$ cat src/design/pin_mux_defs.vh
// constants for the pin function mux
`ifndef PIN_MUX_DEFS_VH
`define PIN_MUX_DEFS_VH
`define ADDR_W 4
`define DATA_W 8
`define REG_CTRL 4'h0
`define REG_DIR 4'h1
`define REG_PULL 4'h2
`define REG_OUT 4'h3
`define REG_IN 4'h4
`define REG_STAT 4'h5
`define REG_MASK 4'h6
`define REG_ALT 4'h7
`define CTRL_EN 0
`define CTRL_SYNC_EN 1
`define CTRL_SYNC_LINE 2
`define CTRL_PWM_EN 3
`define CTRL_DBG_EN 4
`define CTRL_PWM_DIV_LSB 5
`define CTRL_RST 8'h00
`define DIR_RST 8'h00
`define PULL_RST 8'h00
`define OUT_RST 8'h00
`define PWM_W 8
`define PWM_PERIOD 8'hFF
`define PWM_DUTY_RST 8'h80
`define FN_GP 2'h0
`define FN_SYNC 2'h1
`define FN_PWM 2'h2
`define FN_DBG 2'h3
`endif

$ cat src/design/pin_sync3.v
// three flip-flop input synchroniser with agreement filter
`timescale 1ns/10ps
`default_nettype none
module pin_sync3 (
  input wire clk_sys,
  input wire rst_b,
  input wire d,
  output reg q
);
  reg s1;
  reg s2;
  reg s3;
  always @(posedge clk_sys or negedge rst_b) begin
    if (!rst_b) begin
      s1 <= 1'b0;
      s2 <= 1'b0;
      s3 <= 1'b0;
      q <= 1'b0;
    end else begin
      s1 <= d;
      s2 <= s1;
      s3 <= s2;
      if (s2 == s3) begin
        q <= s3;
      end
    end
  end
endmodule
`default_nettype wire

$ cat src/design/touch_ctrl_pin_function_mux.v
// pin function selection for three general pins, sync input and attention line
//
// Local design decisions: strobed register access and the register addresses.
`timescale 1ns/10ps
`default_nettype none
`include "pin_mux_defs.vh"
// How it works
// - three general pins, each set as input or output by configuration
// - after reset every general pin is an input
// - per-pin pull-up enable holds an unused input high
// - configuration disabled: no general pin use, alternative functions still work
// - an active alternative function owns its pin over general use
// - general pin zero unavailable while display sync is enabled
// - general pin one may carry PWM, set up in the same configuration
// - debug clock shares general pin one, blocking general use
// - debug data shares general pin two, blocking general use
// - sync input serves frame or line sync, never both
// - attention line low while response ready or message pending
// - each multi-function pin carries exactly one function at a time
module touch_ctrl_pin_function_mux (
  input wire clk_sys,
  input wire rst_b,
  input wire [`ADDR_W-1:0] addr,
  input wire [`DATA_W-1:0] wdata,
  input wire wr,
  input wire rd,
  output reg [`DATA_W-1:0] rdata,
  input wire [2:0] general_pin_in,
  output wire [2:0] general_pin_out,
  output wire [2:0] general_pin_oe,
  output wire [2:0] general_pin_pullup,
  input wire debug_active,
  output wire debug_clock_line,
  input wire debug_data_out,
  input wire debug_data_oe,
  output wire debug_data_line,
  output reg frame_sync,
  output reg line_sync,
  input wire response_ready,
  input wire message_pending,
  output wire host_attention_line_out,
  output wire host_attention_line_oe,
  output wire irq
);

  localparam ST_IDLE = 1'b0;
  localparam ST_RUN = 1'b1;

  reg [`DATA_W-1:0] ctrl;
  reg [2:0] dir;
  reg [2:0] pull;
  reg [2:0] outv;
  reg [3:0] stat;
  reg [3:0] mask;
  reg [`PWM_W-1:0] pwm_cnt;
  reg [`PWM_W-1:0] pwm_duty;
  reg pwm_state;
  reg pwm_q;
  reg [2:0] in_prev;
  wire [2:0] in_s;
  wire [1:0] fn0;
  wire [1:0] fn1;
  wire [1:0] fn2;
  wire [2:0] gp_ok;
  wire [2:0] edge_ev;
  wire alt_conflict;
  wire gen_en;

  // one function per pin, alternative functions first
  function [1:0] pick_fn;
    input alt_a;
    input [1:0] code_a;
    input alt_b;
    input [1:0] code_b;
    begin
      if (alt_a) begin
        pick_fn = code_a;
      end else if (alt_b) begin
        pick_fn = code_b;
      end else begin
        pick_fn = `FN_GP;
      end
    end
  endfunction

  genvar g;
  generate
    for (g = 0; g < 3; g = g + 1) begin : g_sync
      pin_sync3 u_sync (
        .clk_sys(clk_sys),
        .rst_b(rst_b),
        .d(general_pin_in[g]),
        .q(in_s[g])
      );
    end
  endgenerate

  assign gen_en = ctrl[`CTRL_EN];
  assign fn0 = pick_fn(ctrl[`CTRL_SYNC_EN], `FN_SYNC, 1'b0, `FN_GP);
  assign fn1 = pick_fn(debug_active | ctrl[`CTRL_DBG_EN], `FN_DBG, ctrl[`CTRL_PWM_EN], `FN_PWM);
  assign fn2 = pick_fn(debug_active | ctrl[`CTRL_DBG_EN], `FN_DBG, 1'b0, `FN_GP);
  assign gp_ok = {fn2 == `FN_GP, fn1 == `FN_GP, fn0 == `FN_GP} & {3{gen_en}};
  assign alt_conflict = ctrl[`CTRL_PWM_EN] & (debug_active | ctrl[`CTRL_DBG_EN]);

  // pin zero: sync input, or general pin
  assign general_pin_oe[0] = gp_ok[0] & dir[0];
  assign general_pin_out[0] = gp_ok[0] & outv[0];
  // pin one: debug clock input, pwm output, or general pin
  assign general_pin_oe[1] = (fn1 == `FN_PWM) | (gp_ok[1] & dir[1]);
  assign general_pin_out[1] = (fn1 == `FN_PWM) ? pwm_q : (gp_ok[1] & outv[1]);
  // pin two: debug data bidir, or general pin
  assign general_pin_oe[2] = (fn2 == `FN_DBG) ? debug_data_oe : (gp_ok[2] & dir[2]);
  assign general_pin_out[2] = (fn2 == `FN_DBG) ? (debug_data_oe & debug_data_out) : (gp_ok[2] & outv[2]);
  assign general_pin_pullup = pull & gp_ok & ~dir;
  assign debug_clock_line = (fn1 == `FN_DBG) & in_s[1];
  assign debug_data_line = (fn2 == `FN_DBG) & in_s[2];

  assign host_attention_line_out = 1'b0;
  assign host_attention_line_oe = response_ready | message_pending;

  assign edge_ev = (in_s ^ in_prev) & gp_ok & ~dir;
  assign irq = |(stat & mask);

  // sync input routed to one of two sync outputs only
  always @(posedge clk_sys or negedge rst_b) begin
    if (!rst_b) begin
      frame_sync <= 1'b0;
      line_sync <= 1'b0;
    end else begin
      frame_sync <= ctrl[`CTRL_SYNC_EN] & ~ctrl[`CTRL_SYNC_LINE] & in_s[0];
      line_sync <= ctrl[`CTRL_SYNC_EN] & ctrl[`CTRL_SYNC_LINE] & in_s[0];
    end
  end

  // pwm generator on pin one
  always @(posedge clk_sys or negedge rst_b) begin
    if (!rst_b) begin
      pwm_state <= ST_IDLE;
      pwm_cnt <= {`PWM_W{1'b0}};
      pwm_q <= 1'b0;
    end else begin
      case (pwm_state)
        ST_IDLE: begin
          pwm_cnt <= {`PWM_W{1'b0}};
          pwm_q <= 1'b0;
          if (fn1 == `FN_PWM) begin
            pwm_state <= ST_RUN;
          end
        end
        ST_RUN: begin
          if (fn1 != `FN_PWM) begin
            pwm_state <= ST_IDLE;
            pwm_q <= 1'b0;
          end else begin
            if (pwm_cnt == `PWM_PERIOD) begin
              pwm_cnt <= {`PWM_W{1'b0}};
            end else begin
              pwm_cnt <= pwm_cnt + 8'h01;
            end
            pwm_q <= (pwm_cnt < pwm_duty);
          end
        end
        default: begin
          pwm_state <= ST_IDLE;
        end
      endcase
    end
  end

  // register writes and sticky status
  always @(posedge clk_sys or negedge rst_b) begin
    if (!rst_b) begin
      ctrl <= `CTRL_RST;
      dir <= 3'h0;
      pull <= 3'h0;
      outv <= 3'h0;
      mask <= 4'h0;
      stat <= 4'h0;
      pwm_duty <= `PWM_DUTY_RST;
      in_prev <= 3'h0;
    end else begin
      in_prev <= in_s;
      if (wr && addr == `REG_CTRL) begin
        ctrl <= wdata;
      end
      if (wr && addr == `REG_DIR) begin
        dir <= wdata[2:0];
      end
      if (wr && addr == `REG_PULL) begin
        pull <= wdata[2:0];
      end
      if (wr && addr == `REG_OUT) begin
        outv <= wdata[2:0];
      end
      if (wr && addr == `REG_MASK) begin
        mask <= wdata[3:0];
      end
      if (wr && addr == `REG_ALT) begin
        pwm_duty <= wdata;
      end
      // set wins over clear
      stat <= (stat & ~((wr && addr == `REG_STAT) ? wdata[3:0] : 4'h0)) | {alt_conflict, edge_ev};
    end
  end

  // read data one cycle after the strobe
  always @(posedge clk_sys or negedge rst_b) begin
    if (!rst_b) begin
      rdata <= {`DATA_W{1'b0}};
    end else if (rd) begin
      case (addr)
        `REG_CTRL: rdata <= ctrl;
        `REG_DIR: rdata <= {5'h00, dir};
        `REG_PULL: rdata <= {5'h00, pull};
        `REG_OUT: rdata <= {5'h00, outv};
        `REG_IN: rdata <= {2'h0, gp_ok, in_s};
        `REG_STAT: rdata <= {4'h0, stat};
        `REG_MASK: rdata <= {4'h0, mask};
        `REG_ALT: rdata <= pwm_duty;
        default: rdata <= {`DATA_W{1'b0}};
      endcase
    end else begin
      rdata <= {`DATA_W{1'b0}};
    end
  end
endmodule
`default_nettype wire

$ cat config.mk
export PLATFORM = sky130hd
export DESIGN_NAME = touch_ctrl_pin_function_mux
export DESIGN_NICKNAME = d
export VERILOG_FILES = /design/src/design/pin_sync3.v /design/src/design/touch_ctrl_pin_function_mux.v
export VERILOG_INCLUDE_DIRS = /design/src /design/src/design
export SDC_FILE = /design/constraint.sdc
export NUM_CORES = 1
export LEC_CHECK = 0
export BUFFER_PORTS_ARGS = -buffer_cell sky130_fd_sc_hd__buf_2
export CORE_MARGIN = 8
export CORE_UTILIZATION = 40
export CTS_CLUSTER_DIAMETER = 150
export CTS_CLUSTER_SIZE = 25
export DETAILED_ROUTE_END_ITERATION = 6
export HOLD_SLACK_MARGIN = 0.12
export PLACE_DENSITY = 0.58
export SETUP_SLACK_MARGIN = 0.1
export SYNTH_ARGS = -nofsm -noshare
export SYNTH_HDL_FRONTEND = slang
export SYNTH_SLANG_ARGS = --single-unit
$ cat constraint.sdc
create_clock -name clk_sys -period 1.9 [get_ports clk_sys]
set_input_delay 0 -clock clk_sys [delete_from_list [all_inputs] [get_ports clk_sys]]
set_output_delay 0 -clock clk_sys [all_outputs]
set_load 0.03 [all_outputs]
# Word-level counts from Yosys, hierarchy flattened
# Index checks and enable logic that the tools add are counted.
[totals]
out_inout_bits = 24
reg_bits = 68
input_bits = 24
word_cells = 104
[classes]
reduce_logical = 12
bitwise = 30
muxes = 18
magnitude_cmp = 1
n_eq_ne = 16
add_sub_neg = 1
[ops]
columns = ["cell", "count"]
rows = [
  ["$pmux 8 s8", 1],
  ["$mux 8", 3],
  ["$eq 4x3->1 const B", 4],
  ["$pmux 8 s2", 1],
  ["$and 3x3->3", 5],
  ["$and 1x1->1", 14],
  ["$add 8x1->8 const B", 1],
  ["$and 4x4->4", 2],
  ["$eq 4x2->1 const B", 2],
  ["$eq 8x8->1 const B", 1],
  ["$lt 8x8->1", 1],
  ["$logic_and 1x1->1", 7],
  ["$mux 1", 7],
  ["$eq 2x2->1 const B", 3],
  ["$logic_not 2->1", 3],
  ["$mux 2", 3],
  ["$eq 4x1->1 const B", 1],
  ["$logic_not 4->1", 1],
  ["$mux 4", 1],
  ["$ne 2x2->1 const B", 2],
  ["$not 4->4", 1],
  ["$or 4x4->4", 1],
  ["$pmux 1 s2", 2],
  ["$reduce_or 4->1", 1],
  ["5 further kinds", 10],
]

# Depth between registers and ports, before layout
[depth]
depth_word = 7
depth_mapped = 7
depth_no_buf = 5

# Cells and area by module
# Synthesis repeated with hierarchy kept, for this count alone.
[hier_totals]
cells_unflattened = 286
hier_area_um2 = 3176.8
[modules_own_cells]
columns = ["module", "area_each_um2", "cells_per_inst", "n_inst"]
rows = [
  ["touch_ctrl_pin_function_mux", 2842.7, 271, 1],
  ["pin_sync3", 111.4, 5, 3],
]

# Worst setup path before layout
# No wires, ideal clock.
[synth_path]
path_type = "flip-flop to flip-flop"
startpoint = "register ctrl[3]"
endpoint = "register pwm_cnt[7]"
path_stages_with_launch = 6
period_less_slack_ps = 1605
path_slack_ps = 295
t_arrival_ps = 1528
cell_sequence = "dfrtp_1 -> buf_4 -> or3b_1 -> clkbuf_2 -> or4_1 -> a21boi_1"
[synth_between]
elab_chain_len = 4
[synth_rtl]
columns = ["element", "line", "text"]
rows = [
  ["start: declaration", "touch_ctrl_pin_function_mux.v:49", "reg [`DATA_W-1:0] ctrl;"],
  ["start signal: assignment", "touch_ctrl_pin_function_mux.v:173", "ctrl <= `CTRL_RST;"],
  ["start signal: assignment", "touch_ctrl_pin_function_mux.v:184", "ctrl <= wdata;"],
  ["$mux 2", "touch_ctrl_pin_function_mux.v:78", "end else if (alt_b) begin"],
  ["$mux 2", "touch_ctrl_pin_function_mux.v:76", "if (alt_a) begin"],
  ["$ne 2x2->1 (no source line) (2 in a row)", "--", ""],
  ["end signal: assignment", "touch_ctrl_pin_function_mux.v:139", "pwm_cnt <= {`PWM_W{1'b0}};"],
  ["end signal: assignment", "touch_ctrl_pin_function_mux.v:144", "pwm_cnt <= {`PWM_W{1'b0}};"],
  ["end signal: assignment", "touch_ctrl_pin_function_mux.v:156", "pwm_cnt <= {`PWM_W{1'b0}};"],
  ["end: declaration", "touch_ctrl_pin_function_mux.v:55", "reg [`PWM_W-1:0] pwm_cnt;"],
]
# Every way passes these cells.
# A chain may end at the register's enable or synchronous reset.

# Final worst setup path
[layout_path]
startpoint = "register ctrl[4]"
endpoint = "register pwm_cnt[7]"
[layout_between]
elab_chain_len = 4
[layout_rtl]
columns = ["element", "line", "text"]
rows = [
  ["$or 1x1->1", "touch_ctrl_pin_function_mux.v:100", "assign fn1 = pick_fn(debug_active | ctrl[`CTRL_DBG_EN], `FN_DBG, ctrl[`CTRL_PWM_EN], `FN_PWM);"],
  ["$mux 2", "touch_ctrl_pin_function_mux.v:76", ""],
  ["$ne 2x2->1 (no source line) (2 in a row)", "--", ""],
]
# Every way passes these cells.

==> results.yml <==
flow_run:
  drv_cap: 0
timing:
  period_share: 0.8639
  worst_slew_pin_slew_ns: 0.5065
  setup_tns_ns: 0
  fin_skew_ns: 0.009422
  rsz0062_at_grt: "false"
  finalMaxSlewViolations: 0
  finalHoldViolCount: 0
  fin_crit_ns: 1.641
  layout_setup_ws_ns: 0.2585
  finalSetupViolCount: 0
  fmax_mhz: 609.2
  worst_slew_margin_rel: 0.6614
clocking:
  numClockSinks: 68
  cts_max_path_buffers: 2
  htreeDepth: 3
  cts_tree: "built"
  cts_setup_buffers: 0
  cts_buffers: 9
  clkTransAtPathRegs_ns: 0.07
  clk-insertion-delay-late_ns: 0.33
  cts-root-buf: "clkbuf_8"
layout:
  nNetsFinal: 385
  drive_gt1_frac: 0.2857
  fin_cells: 459
  synthToLayoutAreaGrowth_pct: 21.32
  fillCellCount: 722
  antenna_cells: 0
  design_area_um2: 3845
power:
  internal_power_uw: 2551
  p_leak_uw: 0.001802
  power.switching_uw: 1095
  pwr-share-comb: 0.209
  power_density_nw_per_um2: 948.3
  clkPwrFrac: 0.285
  seqPwrFrac: 0.506
  vdd_drop_max_mv: 0.3699
  p_sw_frac: 0.3002
synthesis:
  synth-edff-count: 0
  yosysTopAreaCellShare: 0.5290
  synth_cell_types: 49
  yosysTopAreaCell: "dfrtp_1"
  syn_inst: 288
  ys.flop_type: "dfrtp_1"
  syn_avg_cell_area_um2: 11.00
  synth.top_cells.by_count: "dfrtp_1 (67), nand2_1 (29), mux2_2 (25)"
  ys_top_cells_by_area: "dfrtp_1 (53%), mux2_2 (8.9%), nand2_1 (3.4%)"
  syn_nets: 320
  async_flop_share: 1.000
  syn_area_um2: 3169
  yosysSeqAreaShare: 0.5373
  yosysMostFrequentCell: "dfrtp_1"
  yosys_warnings: 0
  synth_seq_cells: 68
placed_design:
  io_buffer_count: 46
  dp.cells: 431
  place_congestion: 0.7817
  place_area_um2: 3545
  hpwl_um: 5443
  place_ws_ns: 0.2612
worst_setup_path:
  crit_cells: 3
  worst-path-buf-inv: 0
  critPathMaxStageDelay_ns: 0.53
  cp_cell_sequence: "or3b_1 -> or4_1 -> a21boi_1"
  crit_type: "reg2reg"
  cp-end-kind: "register"
  worstReg2RegEnd: "pwm_cnt[7]"
  startpoint_type: "register"
  timing.rr.start: "ctrl[4]"
  r2r_slack_ns: 0.26
  cp.required_ns: 2.15
  critPathTopFamily: "simple AND/OR/NAND/NOR gates"
  critPathSlowestCell: "or4_1"
  reg2regPathDepth: 3
  arrival_ns: 1.90
  crit_fanout: 7
hold_path:
  worst_hold_startpoint: "addr[2]"
  whs_path_depth: 3
  hold-path-endpoint: "rdata[3]"
  hp-class: "in2reg"
global_route:
  grt_pass1_wl_um: 12920
  met3_usage: 0.03133
  grt_pass1_vias: 2512
  gr-usage-met2: 0.2303
  grtUsageTotal: 0.1441
  antenna_found_initial: 0
  grt_max_degree: 45
  grt_util_met1: 0.1865
  grt_overflow: 0
  busiest_layer: "met2"
route:
  drc: 0
  vias: 2352
  drt_iter0_markers: 81
  routed_via_density: 5.124
  wl_um: 7424
  drt-wirelength-per-cell_um: 16.17
  drtPass1Iterations: 4
  ant_nets: 0
floorplan:
  core-area_um2: 7687
  die_h_um: 105.0
  start_util: 0.4123
  rows: 32
  dieArea_um2: 11030
  die_w_um: 105.0
  pin_count: 48
status:
  status: "finished clean"
## power groups by stage
| stage | combinational (uW) | sequential (uW) | clock, uW |
|---|---|---|---|
| after floorplan | 526 | 1820 | 0 |
| after detailed placement | 750 | 1870 | 0 |
| after global placement | 736 | 1860 | 0 |
| final | 762 | 1850 | 1040 |
| after CTS | 772 | 1850 | 1080 |
| after global routing | 845 | 1880 | 1140 |
## cell usage in the layout, fill, tap and decap left out, types with 4 or more instances in the layout
master	netlist	layout
a21oi_1	12	12
a22o_1	6	6
a22oi_1	7	7
and2_1	7	7
and3_1	6	6
buf_2	1	46
buf_4	2	8
clkbuf_8	0	11
dfrtp_1	67	66
dlygate4sd3_1	0	13
ha_1	8	8
inv_1	11	11
mux2_2	25	25
nand2_1	29	29
nand3_1	8	8
nand4_1	4	4
nor2_1	18	18
nor2b_1	4	4
o21ai_0	13	13
## metal layers
metal,share of wire,routed length (um),vias up
li1,-,-,1141
met1,0.46,3442,1161
met2,0.48,3593,42
met3,0.039,290,8
met4,0.013,96,0
met5,0,0,-
## tightest hold or removal path: cells and delay by family
kind,cells,cell delay (ns)
compound gates,1,0.17
buf+inv,1,0.20
simple gates,1,0.05
## registers in the layout, summed over array words and instances, names as in the netlist
signal and flops:
in_prev 3, stat 4, pwm_state 1, pull 3, ctrl 8, frame_sync 1
line_sync 1, rdata 8, pwm_cnt 8, g_sync.u_sync.s1 3, g_sync.u_sync.s2 3, pwm_duty 8
g_sync.u_sync.q 3, dir 3, mask 4, outv 3, g_sync.u_sync.s3 3, pwm_q 1
## cells by family (layout without fill, tap and decap cells)
kind of cell             after synthesis  after routing  synth area share
AND/OR/NAND/NOR                       97             97            0.1583
flip-flops                            68             68            0.5373
AO/OA/AOI/OAI                         51             51            0.1034
multiplexers                          29             29            0.1094
buffers and inverters                 25             94           0.03276
adder cells (fa/ha/maj)               11             11           0.04106
XOR/XNOR                               6              6           0.01658
other                                  1              1          0.001183
## metrics by stage
step / hold slack (ns) / total power, uW / util
after floorplan: -0.2956 / 2346 / -
after global routing: 0.1604 / 3867 / 0.5002
after CTS: 0.1273 / 3695 / 0.5000
final: 0.1364 / 3646 / 0.5002
after global placement: 0.01011 / 2599 / 0.4611
after detailed placement: 0.01275 / 2620 / 0.4611
## worst max path at each step
stage,startpoint,slack [ns],end
2_1_floorplan,ctrl[3],0.29,pwm_cnt[7]
3_3_place_gp,ctrl[4],0.31,pwm_cnt[7]
3_5_place_dp,ctrl[4],0.26,pwm_cnt[4]
4_1_cts,ctrl[0],0.20,general_pin_pullup[1]
5_1_grt,ctrl[4],0.12,general_pin_pullup[1]
6_report,ctrl[4],0.26,pwm_cnt[7]
## cell type report
type / count / area [um^2] / share of cell area
Clock inverter: 2 / 10.01 / 0.002603
Tap cell: 102 / 127.6 / 0.03319
Timing Repair Buffer: 68 / 440.4 / 0.1145
Inverter: 11 / 41.29 / 0.01074
Multi-Input combinational cell: 195 / 1363 / 0.3544
Clock buffer: 13 / 158.9 / 0.04133
Sequential cell: 68 / 1704 / 0.4432
## repair_timing
item | CTS | global route
endpoints found under the setup margin | 0 | 1
hold buffers | 13 | 0
endpoints found under the hold margin | 105 | 0
resized for setup | 0 | 1
No activity file was read; power rests on OpenSTA's default activity.
